File: src/rcf_pkg.sv
// Constants for the reset-cause flags and brown-out control block
package rcf_pkg;
	// Bus and register widths
	localparam int DATA_W = 32;
	localparam int ADDR_W = 4;
	localparam int REG_W = 8;
	localparam int PIN_W = 4;

	// Byte offsets of the four registers
	localparam logic [ADDR_W-1:0] OFF_BCTL = 4'h0;
	localparam logic [ADDR_W-1:0] OFF_CAUSE = 4'h4;
	localparam logic [ADDR_W-1:0] OFF_STAT = 4'h8;
	localparam logic [ADDR_W-1:0] OFF_MASK = 4'hc;

	// Brown-out control field positions
	localparam int B_SBEN = 7;
	localparam int B_RSVD = 6;
	localparam int B_RDY = 0;

	// Reset-cause flag positions, also used by event status and mask
	localparam int F_OVF = 7;
	localparam int F_UNF = 6;
	localparam int F_WDT = 4;
	localparam int F_PIN = 3;
	localparam int F_INSTR = 2;
	localparam int F_POR = 1;
	localparam int F_BOR = 0;

	// Write masks, reset values and brown-out update masks
	localparam logic [REG_W-1:0] BCTL_WMASK = 8'hc0;
	localparam logic [REG_W-1:0] BCTL_RST = 8'h80;
	localparam logic [REG_W-1:0] CAUSE_WMASK = 8'hdf;
	localparam logic [REG_W-1:0] CAUSE_POR_RST = 8'h1d;
	localparam logic [REG_W-1:0] BOR_SET = 8'h1c;
	localparam logic [REG_W-1:0] BOR_CLR = 8'hc1;
	localparam logic [REG_W-1:0] EV_MASK = 8'hdd;
	localparam logic [REG_W-1:0] MASK_RST = 8'h00;

	// Brown-out configuration field codes
	localparam logic [1:0] CFG_OFF = 2'h0;
	localparam logic [1:0] CFG_SW = 2'h1;
	localparam logic [1:0] CFG_NOSLP = 2'h2;
	localparam logic [1:0] CFG_ON = 2'h3;

	// Synchronised pin indices and their idle levels
	localparam int P_BOR = 0;
	localparam int P_LP = 1;
	localparam int P_PIN = 2;
	localparam int P_RDY = 3;
	localparam logic [PIN_W-1:0] PIN_RST = 4'h4;
endpackage

File: src/rcf_pin_if.sv
// Interface carrying raw pins into the synchroniser and filtered levels back
`timescale 1ns/1ps
interface rcf_pin_if;
	logic [rcf_pkg::PIN_W-1:0] raw;
	logic [rcf_pkg::PIN_W-1:0] level;
	modport src (output raw, input level);
	modport syn (input raw, output level);
endinterface

File: src/rcf_sync.sv
// Three-stage pin synchroniser with agreement filter
`timescale 1ns/1ps
module rcf_sync (
	input wire logic clk,
	input wire logic rst,
	input wire logic ce,
	rcf_pin_if.syn pins
);
	import rcf_pkg::*;

	logic [PIN_W-1:0] s1_reg;
	logic [PIN_W-1:0] s2_reg;
	logic [PIN_W-1:0] s3_reg;
	logic [PIN_W-1:0] level_reg;
	logic [PIN_W-1:0] level_next;

	// A bit only moves once stages two and three agree, so one-cycle glitches die here
	assign level_next = ((s2_reg ~^ s3_reg) & s2_reg) | ((s2_reg ^ s3_reg) & level_reg);
	assign pins.level = level_reg;

	// First stage feeds only the second stage
	always_ff @(posedge clk or posedge rst) begin
		if (rst) begin
			s1_reg <= PIN_RST;
			s2_reg <= PIN_RST;
			s3_reg <= PIN_RST;
			level_reg <= PIN_RST;
		end else if (ce) begin
			s1_reg <= pins.raw;
			s2_reg <= s1_reg;
			s3_reg <= s2_reg;
			level_reg <= level_next;
		end
	end
endmodule

File: src/rcf_top.sv
// Reset-cause flags, brown-out control and event interrupt behind Avalon-MM
//
// Overview of operation
// Config field 01 lets the software enable bit switch brown-out reset on/off.
// Other config codes keep the enable bit read/write but without effect.
// Enable bit is bit 7; loads 1 on power-on and brown-out, else kept.
// Software keeps reserved bit 6 of brown-out control at zero.
// Unimplemented bits read zero and ignore writes.
// Bit 0 of brown-out control reads circuit-ready status, read-only.
// A reset updates only the flag of its own cause; a brown-out here also loads flags 7, 6, 4, 3 and 2.
// Hardware never restores a flag to inactive; software does that. A brown-out here returns flags 7, 6, 4, 3 and 2 to inactive.
// Software writes to active level are stored and start no reset.
// Bit 7 overflow flag set by hardware; cleared on power-on/brown-out.
// Bit 6 underflow flag set by hardware; cleared on power-on/brown-out.
// Bit 4 watchdog flag cleared by watchdog reset; 1 after power-on/brown-out.
// Bit 3 pin flag cleared by pin reset; 1 after power-on/brown-out.
// Bit 2 instruction flag cleared when reset instruction executes.
// Bit 1 power-on flag cleared on power-on; software sets it afterwards.
// Bit 0 brown-out flag cleared on brown-out; software sets it afterwards.
// Either main or low-power detector clears the brown-out flag.
// Stack events reset only with stack-reset enable; flags record regardless.
// Reads return current values; writes land at a clock edge.
//
// Local design decisions: the Avalon-MM interface to the registers and the placing of the registers.
`timescale 1ns/1ps
module rcf_top (
	input wire logic clk,
	input wire logic rst,
	input wire logic ce,
	input wire logic [rcf_pkg::ADDR_W-1:0] avs_address,
	input wire logic avs_read,
	input wire logic avs_write,
	input wire logic [rcf_pkg::DATA_W-1:0] avs_writedata,
	output logic [rcf_pkg::DATA_W-1:0] avs_readdata,
	output logic avs_waitrequest,
	input wire logic [1:0] brownout_config_field,
	input wire logic stack_reset_enable,
	input wire logic supply_drop_detect,
	input wire logic low_power_supply_drop_detector,
	input wire logic external_reset_pin_n,
	input wire logic brownout_circuit_ready_in,
	input wire logic watchdog_timeout,
	input wire logic reset_instruction,
	input wire logic stack_overflow_event,
	input wire logic stack_underflow_event,
	output logic brownout_enable,
	output logic reset_request,
	output logic irq
);
	import rcf_pkg::*;

	rcf_pin_if pins ();

	logic wait_reg;
	logic [DATA_W-1:0] rdata_reg;
	logic [REG_W-1:0] bctl_reg;
	logic [REG_W-1:0] cause_reg;
	logic [REG_W-1:0] stat_reg;
	logic [REG_W-1:0] mask_reg;
	logic bor_en_reg;
	logic rst_req_reg;
	logic irq_reg;
	logic bor_prev_reg;
	logic lp_prev_reg;
	logic pin_prev_reg;

	// Analog detectors and the reset pin come from outside the clock domain
	assign pins.raw[P_BOR] = supply_drop_detect;
	assign pins.raw[P_LP] = low_power_supply_drop_detector;
	assign pins.raw[P_PIN] = external_reset_pin_n;
	assign pins.raw[P_RDY] = brownout_circuit_ready_in;

	rcf_sync u_sync (
		.clk(clk),
		.rst(rst),
		.ce(ce),
		.pins(pins.syn)
	);

	// Bus decode; a request is accepted while waitrequest is high
	wire req = avs_read | avs_write;
	wire accept = ce & req & wait_reg;
	wire commit = ce & req & ~wait_reg;
	wire sel_bctl = avs_address == OFF_BCTL;
	wire sel_cause = avs_address == OFF_CAUSE;
	wire sel_stat = avs_address == OFF_STAT;
	wire sel_mask = avs_address == OFF_MASK;
	wire wr_commit = commit & avs_write;
	wire wr_bctl = wr_commit & sel_bctl;
	wire wr_cause = wr_commit & sel_cause;
	wire wr_mask = wr_commit & sel_mask;
	wire rd_stat_clr = commit & avs_read & sel_stat;
	wire [REG_W-1:0] wdata = avs_writedata[REG_W-1:0];

	// Read view; ready bit is live, unimplemented bits read zero
	wire [REG_W-1:0] bctl_view = {bctl_reg[B_SBEN], bctl_reg[B_RSVD],
		{(B_RSVD-B_RDY-1){1'b0}}, pins.level[P_RDY]};
	wire [REG_W-1:0] rd_sel = sel_bctl ? bctl_view :
		sel_cause ? (cause_reg & CAUSE_WMASK) :
		sel_stat ? stat_reg :
		sel_mask ? mask_reg : '0;
	wire [DATA_W-1:0] rd_word = {{(DATA_W-REG_W){1'b0}}, rd_sel};

	// Edge detection on filtered levels only, never on the first sync stage
	wire bor_rise = pins.level[P_BOR] & ~bor_prev_reg;
	wire lp_rise = pins.level[P_LP] & ~lp_prev_reg;
	wire pin_fall = ~pins.level[P_PIN] & pin_prev_reg;

	// Main detector only counts while its circuit is enabled; low-power one always
	wire bor_evt = (bor_rise & bor_en_reg) | lp_rise;
	wire ovf_e = stack_overflow_event & ~bor_evt;
	wire unf_e = stack_underflow_event & ~bor_evt;
	wire wdt_e = watchdog_timeout & ~bor_evt;
	wire pin_e = pin_fall & ~bor_evt;
	wire instr_e = reset_instruction & ~bor_evt;

	// Effective brown-out enable from configuration field
	wire bor_en_next = (brownout_config_field == CFG_SW) ? bctl_reg[B_SBEN] :
		(brownout_config_field != CFG_OFF);

	// Software enable: brown-out forces 1, otherwise bus write or hold
	wire [REG_W-1:0] bctl_wr = wr_bctl ? (wdata & BCTL_WMASK) : bctl_reg;
	wire [REG_W-1:0] bctl_next = bor_evt ? (bctl_wr | BCTL_RST) : bctl_wr;

	// Hardware set/clear masks touch only the causing flag, but a brown-out loads every flag except bit 1
	wire [REG_W-1:0] hw_set = bor_evt ? BOR_SET :
		((REG_W'(ovf_e) << F_OVF) | (REG_W'(unf_e) << F_UNF));
	// Active-low flags drop on their own cause
	wire [REG_W-1:0] hw_clr = bor_evt ? BOR_CLR :
		((REG_W'(wdt_e) << F_WDT) | (REG_W'(pin_e) << F_PIN) | (REG_W'(instr_e) << F_INSTR));
	// Software write first, hardware on top so a same-cycle event is not lost
	wire [REG_W-1:0] cause_wr = wr_cause ? (wdata & CAUSE_WMASK) : cause_reg;
	// No term drives a flag back to inactive except the bus write and a brown-out
	wire [REG_W-1:0] cause_next = (cause_wr | hw_set) & ~hw_clr;

	// Event status: read clears only the bits returned, new events win
	wire [REG_W-1:0] ev_vec = ((REG_W'(ovf_e) << F_OVF) | (REG_W'(unf_e) << F_UNF) |
		(REG_W'(wdt_e) << F_WDT) | (REG_W'(pin_e) << F_PIN) |
		(REG_W'(instr_e) << F_INSTR) | (REG_W'(bor_evt) << F_BOR)) & EV_MASK;
	wire [REG_W-1:0] stat_clr = rd_stat_clr ? rdata_reg[REG_W-1:0] : '0;
	wire [REG_W-1:0] stat_next = (stat_reg & ~stat_clr) | ev_vec;
	wire [REG_W-1:0] mask_next = wr_mask ? (wdata & EV_MASK) : mask_reg;
	wire irq_next = |(stat_next & mask_next);

	// Stack events reset only when enabled; flag writes never reset
	wire stack_rst = (ovf_e | unf_e) & stack_reset_enable;
	wire rst_req_next = bor_evt | wdt_e | pin_e | instr_e | stack_rst;

	// Bus handshake: one wait cycle, read data captured at accept
	always_ff @(posedge clk or posedge rst) begin
		if (rst) begin
			wait_reg <= 1'b1;
			rdata_reg <= '0;
		end else if (ce) begin
			wait_reg <= ~accept;
			if (accept & avs_read) begin
				rdata_reg <= rd_word;
			end
		end
	end

	// Control and flag registers; rst is the power-on reset
	always_ff @(posedge clk or posedge rst) begin
		if (rst) begin
			bctl_reg <= BCTL_RST;
			cause_reg <= CAUSE_POR_RST;
			stat_reg <= '0;
			mask_reg <= MASK_RST;
		end else if (ce) begin
			bctl_reg <= bctl_next;
			cause_reg <= cause_next;
			stat_reg <= stat_next;
			mask_reg <= mask_next;
		end
	end

	// Outputs and edge history; brown-out circuit off until first evaluation
	always_ff @(posedge clk or posedge rst) begin
		if (rst) begin
			bor_en_reg <= 1'b0;
			rst_req_reg <= 1'b0;
			irq_reg <= 1'b0;
			bor_prev_reg <= 1'b0;
			lp_prev_reg <= 1'b0;
			pin_prev_reg <= 1'b1;
		end else if (ce) begin
			bor_en_reg <= bor_en_next;
			rst_req_reg <= rst_req_next;
			irq_reg <= irq_next;
			bor_prev_reg <= pins.level[P_BOR];
			lp_prev_reg <= pins.level[P_LP];
			pin_prev_reg <= pins.level[P_PIN];
		end
	end

	assign avs_waitrequest = wait_reg;
	assign avs_readdata = rdata_reg;
	assign brownout_enable = bor_en_reg;
	assign reset_request = rst_req_reg;
	assign irq = irq_reg;
endmodule

File: config.mk
export PLATFORM = sky130hd
export DESIGN_NAME = rcf_top
export DESIGN_NICKNAME = d
export VERILOG_FILES = /design/src/rcf_pkg.sv /design/src/rcf_pin_if.sv /design/src/rcf_sync.sv /design/src/rcf_top.sv
export SDC_FILE = /design/constraint.sdc
export NUM_CORES = 1
export LEC_CHECK = 0
export BUFFER_PORTS_ARGS = -buffer_cell sky130_fd_sc_hd__buf_2
export CAP_MARGIN = 20
export CELL_PAD_IN_SITES_DETAIL_PLACEMENT = 0
export CELL_PAD_IN_SITES_GLOBAL_PLACEMENT = 1
export CORE_MARGIN = 1.5
export CORE_UTILIZATION = 40
export CTS_CLUSTER_DIAMETER = 30
export DETAILED_ROUTE_END_ITERATION = 10
export HOLD_SLACK_MARGIN = 0.08
export PLACE_DENSITY_LB_ADDON = 0.1
export SYNTH_ARGS = -nofsm -noshare
export SYNTH_HDL_FRONTEND = slang
export SYNTH_HIERARCHICAL = 1
export SYNTH_SLANG_ARGS = --single-unit
File: constraint.sdc
create_clock -name clk -period 2.5 [get_ports clk]
set_input_delay 0.375 -clock clk [delete_from_list [all_inputs] [get_ports clk]]
set_output_delay 0.375 -clock clk [all_outputs]
set_load 0.01 [all_outputs]
==> metrics list <==
- The die covers roughly 0.0078 mm2.
* Rel. slew slack: 0.584
* Worst reg2reg path startpoint: avs_waitrequest
- Entering global routing, the biggest net connects 49 pins.
- The worst path meets setup with 0.178 ns of slack.
- The count of nets left with antenna violations once routing finished came out at 0.
* Worst path arrival time: 2.50 ns
* Data required time at the worst endpoint: 2.68 ns
* Netlist area before placement: 0.00291 mm2
* Ratio of cells with drive above 1 in the final layout: 0.333
- Synthesis-to-finish area growth: 12.8%
- Die extent in y: 88.3 um
* Routed met3 length: 255 um
* Htree depth: 2
- The HPWL after detailed placement is 4880 um.
- Largest clock skew in the final design: 0.00373 ns
- The max-slew violation count came to 0.
- CP max-delay cell: sky130_fd_sc_hd__or4b_1
- Sequential group share of total power: 0.523
- Routed Wire Length: 6660 um
- Primary FF master, synth: sky130_fd_sc_hd__dfrtp_1
- The initialized floorplan defines 30 standard-cell rows.
- Signal routing reaches up to met4.
* Fraction of registers with async set/reset: 1.00
* Worst-case vdd ir drop: 0.000250 V
- Total congestion overflow after global routing: 0
- Count of placed standard cells including taps: approximately 390
- Ranked by instance count, the synthesized netlist is headed by sky130_fd_sc_hd__dfrtp_1 (45), sky130_fd_sc_hd__buf_4 (24), sky130_fd_sc_hd__nand2_1 (20).
- CP max stage delay: 0.62 ns
- Of the total power, the share spent switching nets is 0.296.
* Number of buffers on the longest clock path: 2
* Count of flip-flops with a built-in enable after synthesis: 0
- The number of gates resized after CTS was 0.
* Max frequency: about 430 MHz
- For this design the total switching power over the nets is 686 uW.
- Initial cell density of the core: 0.422
* Horizontal die dimension: roughly 90 um
* Number of standard cells in the final layout excluding fillers: 402
- Crit start category: flop
- The worst setup path is of the flop to flop kind.
- The number of antenna diodes in the final layout is 0.
- For the pin with the worst max-slew slack, the measured transition is around 0.62 ns.
- Worst min path class: primary input to async pin
* Vias in the first global route: 2100
- The first global-routing pass estimated roughly 11000 um of wire.
- Count of vias placed by the detailed router: 2062
- Number of maximum-capacitance violations: 0
* Iter 0 DRT Violations: 113
* Main area contributors after synthesis: sky130_fd_sc_hd__dfrtp_1 (39%), sky130_fd_sc_hd__dfstp_2 (9.9%), sky130_fd_sc_hd__buf_4 (6.2%)
- Across every metal layer, demand over resource in global routing totals 0.186.
- Of the post-synthesis cell area, the dominant cell type holds 0.387.
- CP Max Fanout: 5
- Post-Place Worst Slack: ~0.086 ns
* # nets final: between 300 and 400
* Residual DRC count: 0
- TritonCTS created 5 clock buffers.
- Pwr Total: roughly 2300 uW
- Comb power frac: 0.258
* Areal power density over the cells: roughly 710 mW/mm2
* Cell taking the most area after synthesis: sky130_fd_sc_hd__dfrtp_1
- R2r worst-path depth: 6
- The kind of cell with the highest combined delay along the critical path is compound AO/OA/AOI/OAI gates.
* Setup repair after global routing missed its margin: no
* Weighted congestion reported at the end of routability-driven placement: roughly 0.78
- After synthesis the netlist holds a flip-flop and latch count of between 50 and 60.
- Utilization of the core after routing: 0.476
* Critical Path End Type: flop
- The signal on the critical path passes through or4b_1 > buf_4 > o31ai_1 > a22oi_1 > a2111oi_2 > a31oi_1.
- Initial antenna violation count: 0
* Root Buffer Master: sky130_fd_sc_hd__clkbuf_8
* Post-synthesis average cell area: 11.4 um2
* Clock transition at the register clock pins on the worst setup and hold paths after CTS: 0.09 ns
* I/O Pins: 88
- Time the worst path needs with I/O delays and setup: 2.32 ns
- In the final routed layout, each cell accounts on average for 16.6 um.
- Adding up every negative setup slack in the final design gives 0 ns.
- The core region is 0.00691 mm2.
- TritonCTS built the clock tree.
* Number of clock sinks: 56
* Int Pwr: 1630 uW
- CTS Hold Buffers Added: 0
* Result of the run: finished clean
- Gate count of the mapped netlist: 256
- Setup Buffers After CTS: 0
- Of the available clock period, the critical path in the final layout requires 0.929.
- In the final routing, the length of wire on met1 measures 3220 um.
- The count of buffers added on input and output ports is 38.
- Of the total power, the clock network draws 0.219.
- For this run, the number of Yosys warnings is 6.
* DR pass1 iterations: 4
- The netlist uses 49 different library cells.
* Final hold violations: 0
- Setup-failing EPs final: 0
- Across all register-to-register paths, the minimum setup slack is 0.18 ns.
- In this run the static leakage power is 0.00153 uW.
- Met2 wire length: between 3000 and 4000 um
- Terminus of the critical flop-to-flop path: irq
- Crit path buf inv count: 1
- Proportion of synthesized chip area in sequential cells: 0.486
* Insertion delay to the later sink of the worst-skew pair: 0.30 ns
- Most common cell in the netlist: sky130_fd_sc_hd__dfrtp_1
- Via-per-instance ratio: slightly above 5
-- logic make-up (layout without fill, tap and decap cells) --
family          Yosys count  in the layout  synth area share
flops                    56             56             0.486
mux                      30             30             0.143
fa+ha+maj                 4              4            0.0172
compound gates           63             63             0.154
simple gates             60             60             0.108
buf+inv                  42             69            0.0907
other cells               1             24           0.00129
-- layout make-up --
cell class / instances / area, um2
clock buffer: 8 / 90.1
fill: 693 / 3620
inverter: 6 / 22.5
multi-input combinational: 181 / 1320
sequential: 56 / 1420
tap: 96 / 120
timing repair buffer: 55 / 318
-- placed cells by master, fill, tap and decap left out, types with 11 or more instances in the layout --
cell type                 instances
sky130_fd_sc_hd__dfrtp_1         45
sky130_fd_sc_hd__buf_2           38
sky130_fd_sc_hd__conb_1          24
sky130_fd_sc_hd__nand2_1         20
sky130_fd_sc_hd__o21ai_0         17
sky130_fd_sc_hd__buf_4           17
sky130_fd_sc_hd__mux2_2          12
sky130_fd_sc_hd__mux2_4          12
sky130_fd_sc_hd__a22o_1          11
sky130_fd_sc_hd__dfstp_2         11
-- worst max path at each step --
stage	end	startpoint	cells after the start	slack [ns]
after floorplan	irq	avs_waitrequest	6	0.31
after global placement	irq	avs_address[1]	7	0.05
after detailed placement	irq	avs_address[1]	7	0.09
after CTS	irq	avs_waitrequest	6	0.18
after global routing	irq	avs_waitrequest	6	0.008
final	irq	avs_waitrequest	6	0.18
-- metal layers --
layer	global-route usage	up-vias
met3	0.0317	5
li1	-	975
met1	0.269	1026
met4	0.0455	0
met5	0	-
met2	0.291	56
-- power groups by stage --
stage / clock, uW / combinational (uW) / sequential [uW]
floorplan: 0 / 453 / 1210
global placement: 0 / 593 / 1220
detailed placement: 0 / 609 / 1230
CTS: 529 / 608 / 1210
global route: 575 / 671 / 1240
finish: 508 / 598 / 1210
-- metrics by stage --
step / instance area [um2] / hold slack [ns]
4_1_cts: 3280 / 0.163
3_5_place_dp: 3190 / 0.459
5_1_grt: 3280 / 0.190
6_report: 3280 / 0.145
2_1_floorplan: 3000 / 0.286
3_3_place_gp: 3190 / 0.455
(Power assumes the default switching activity.)
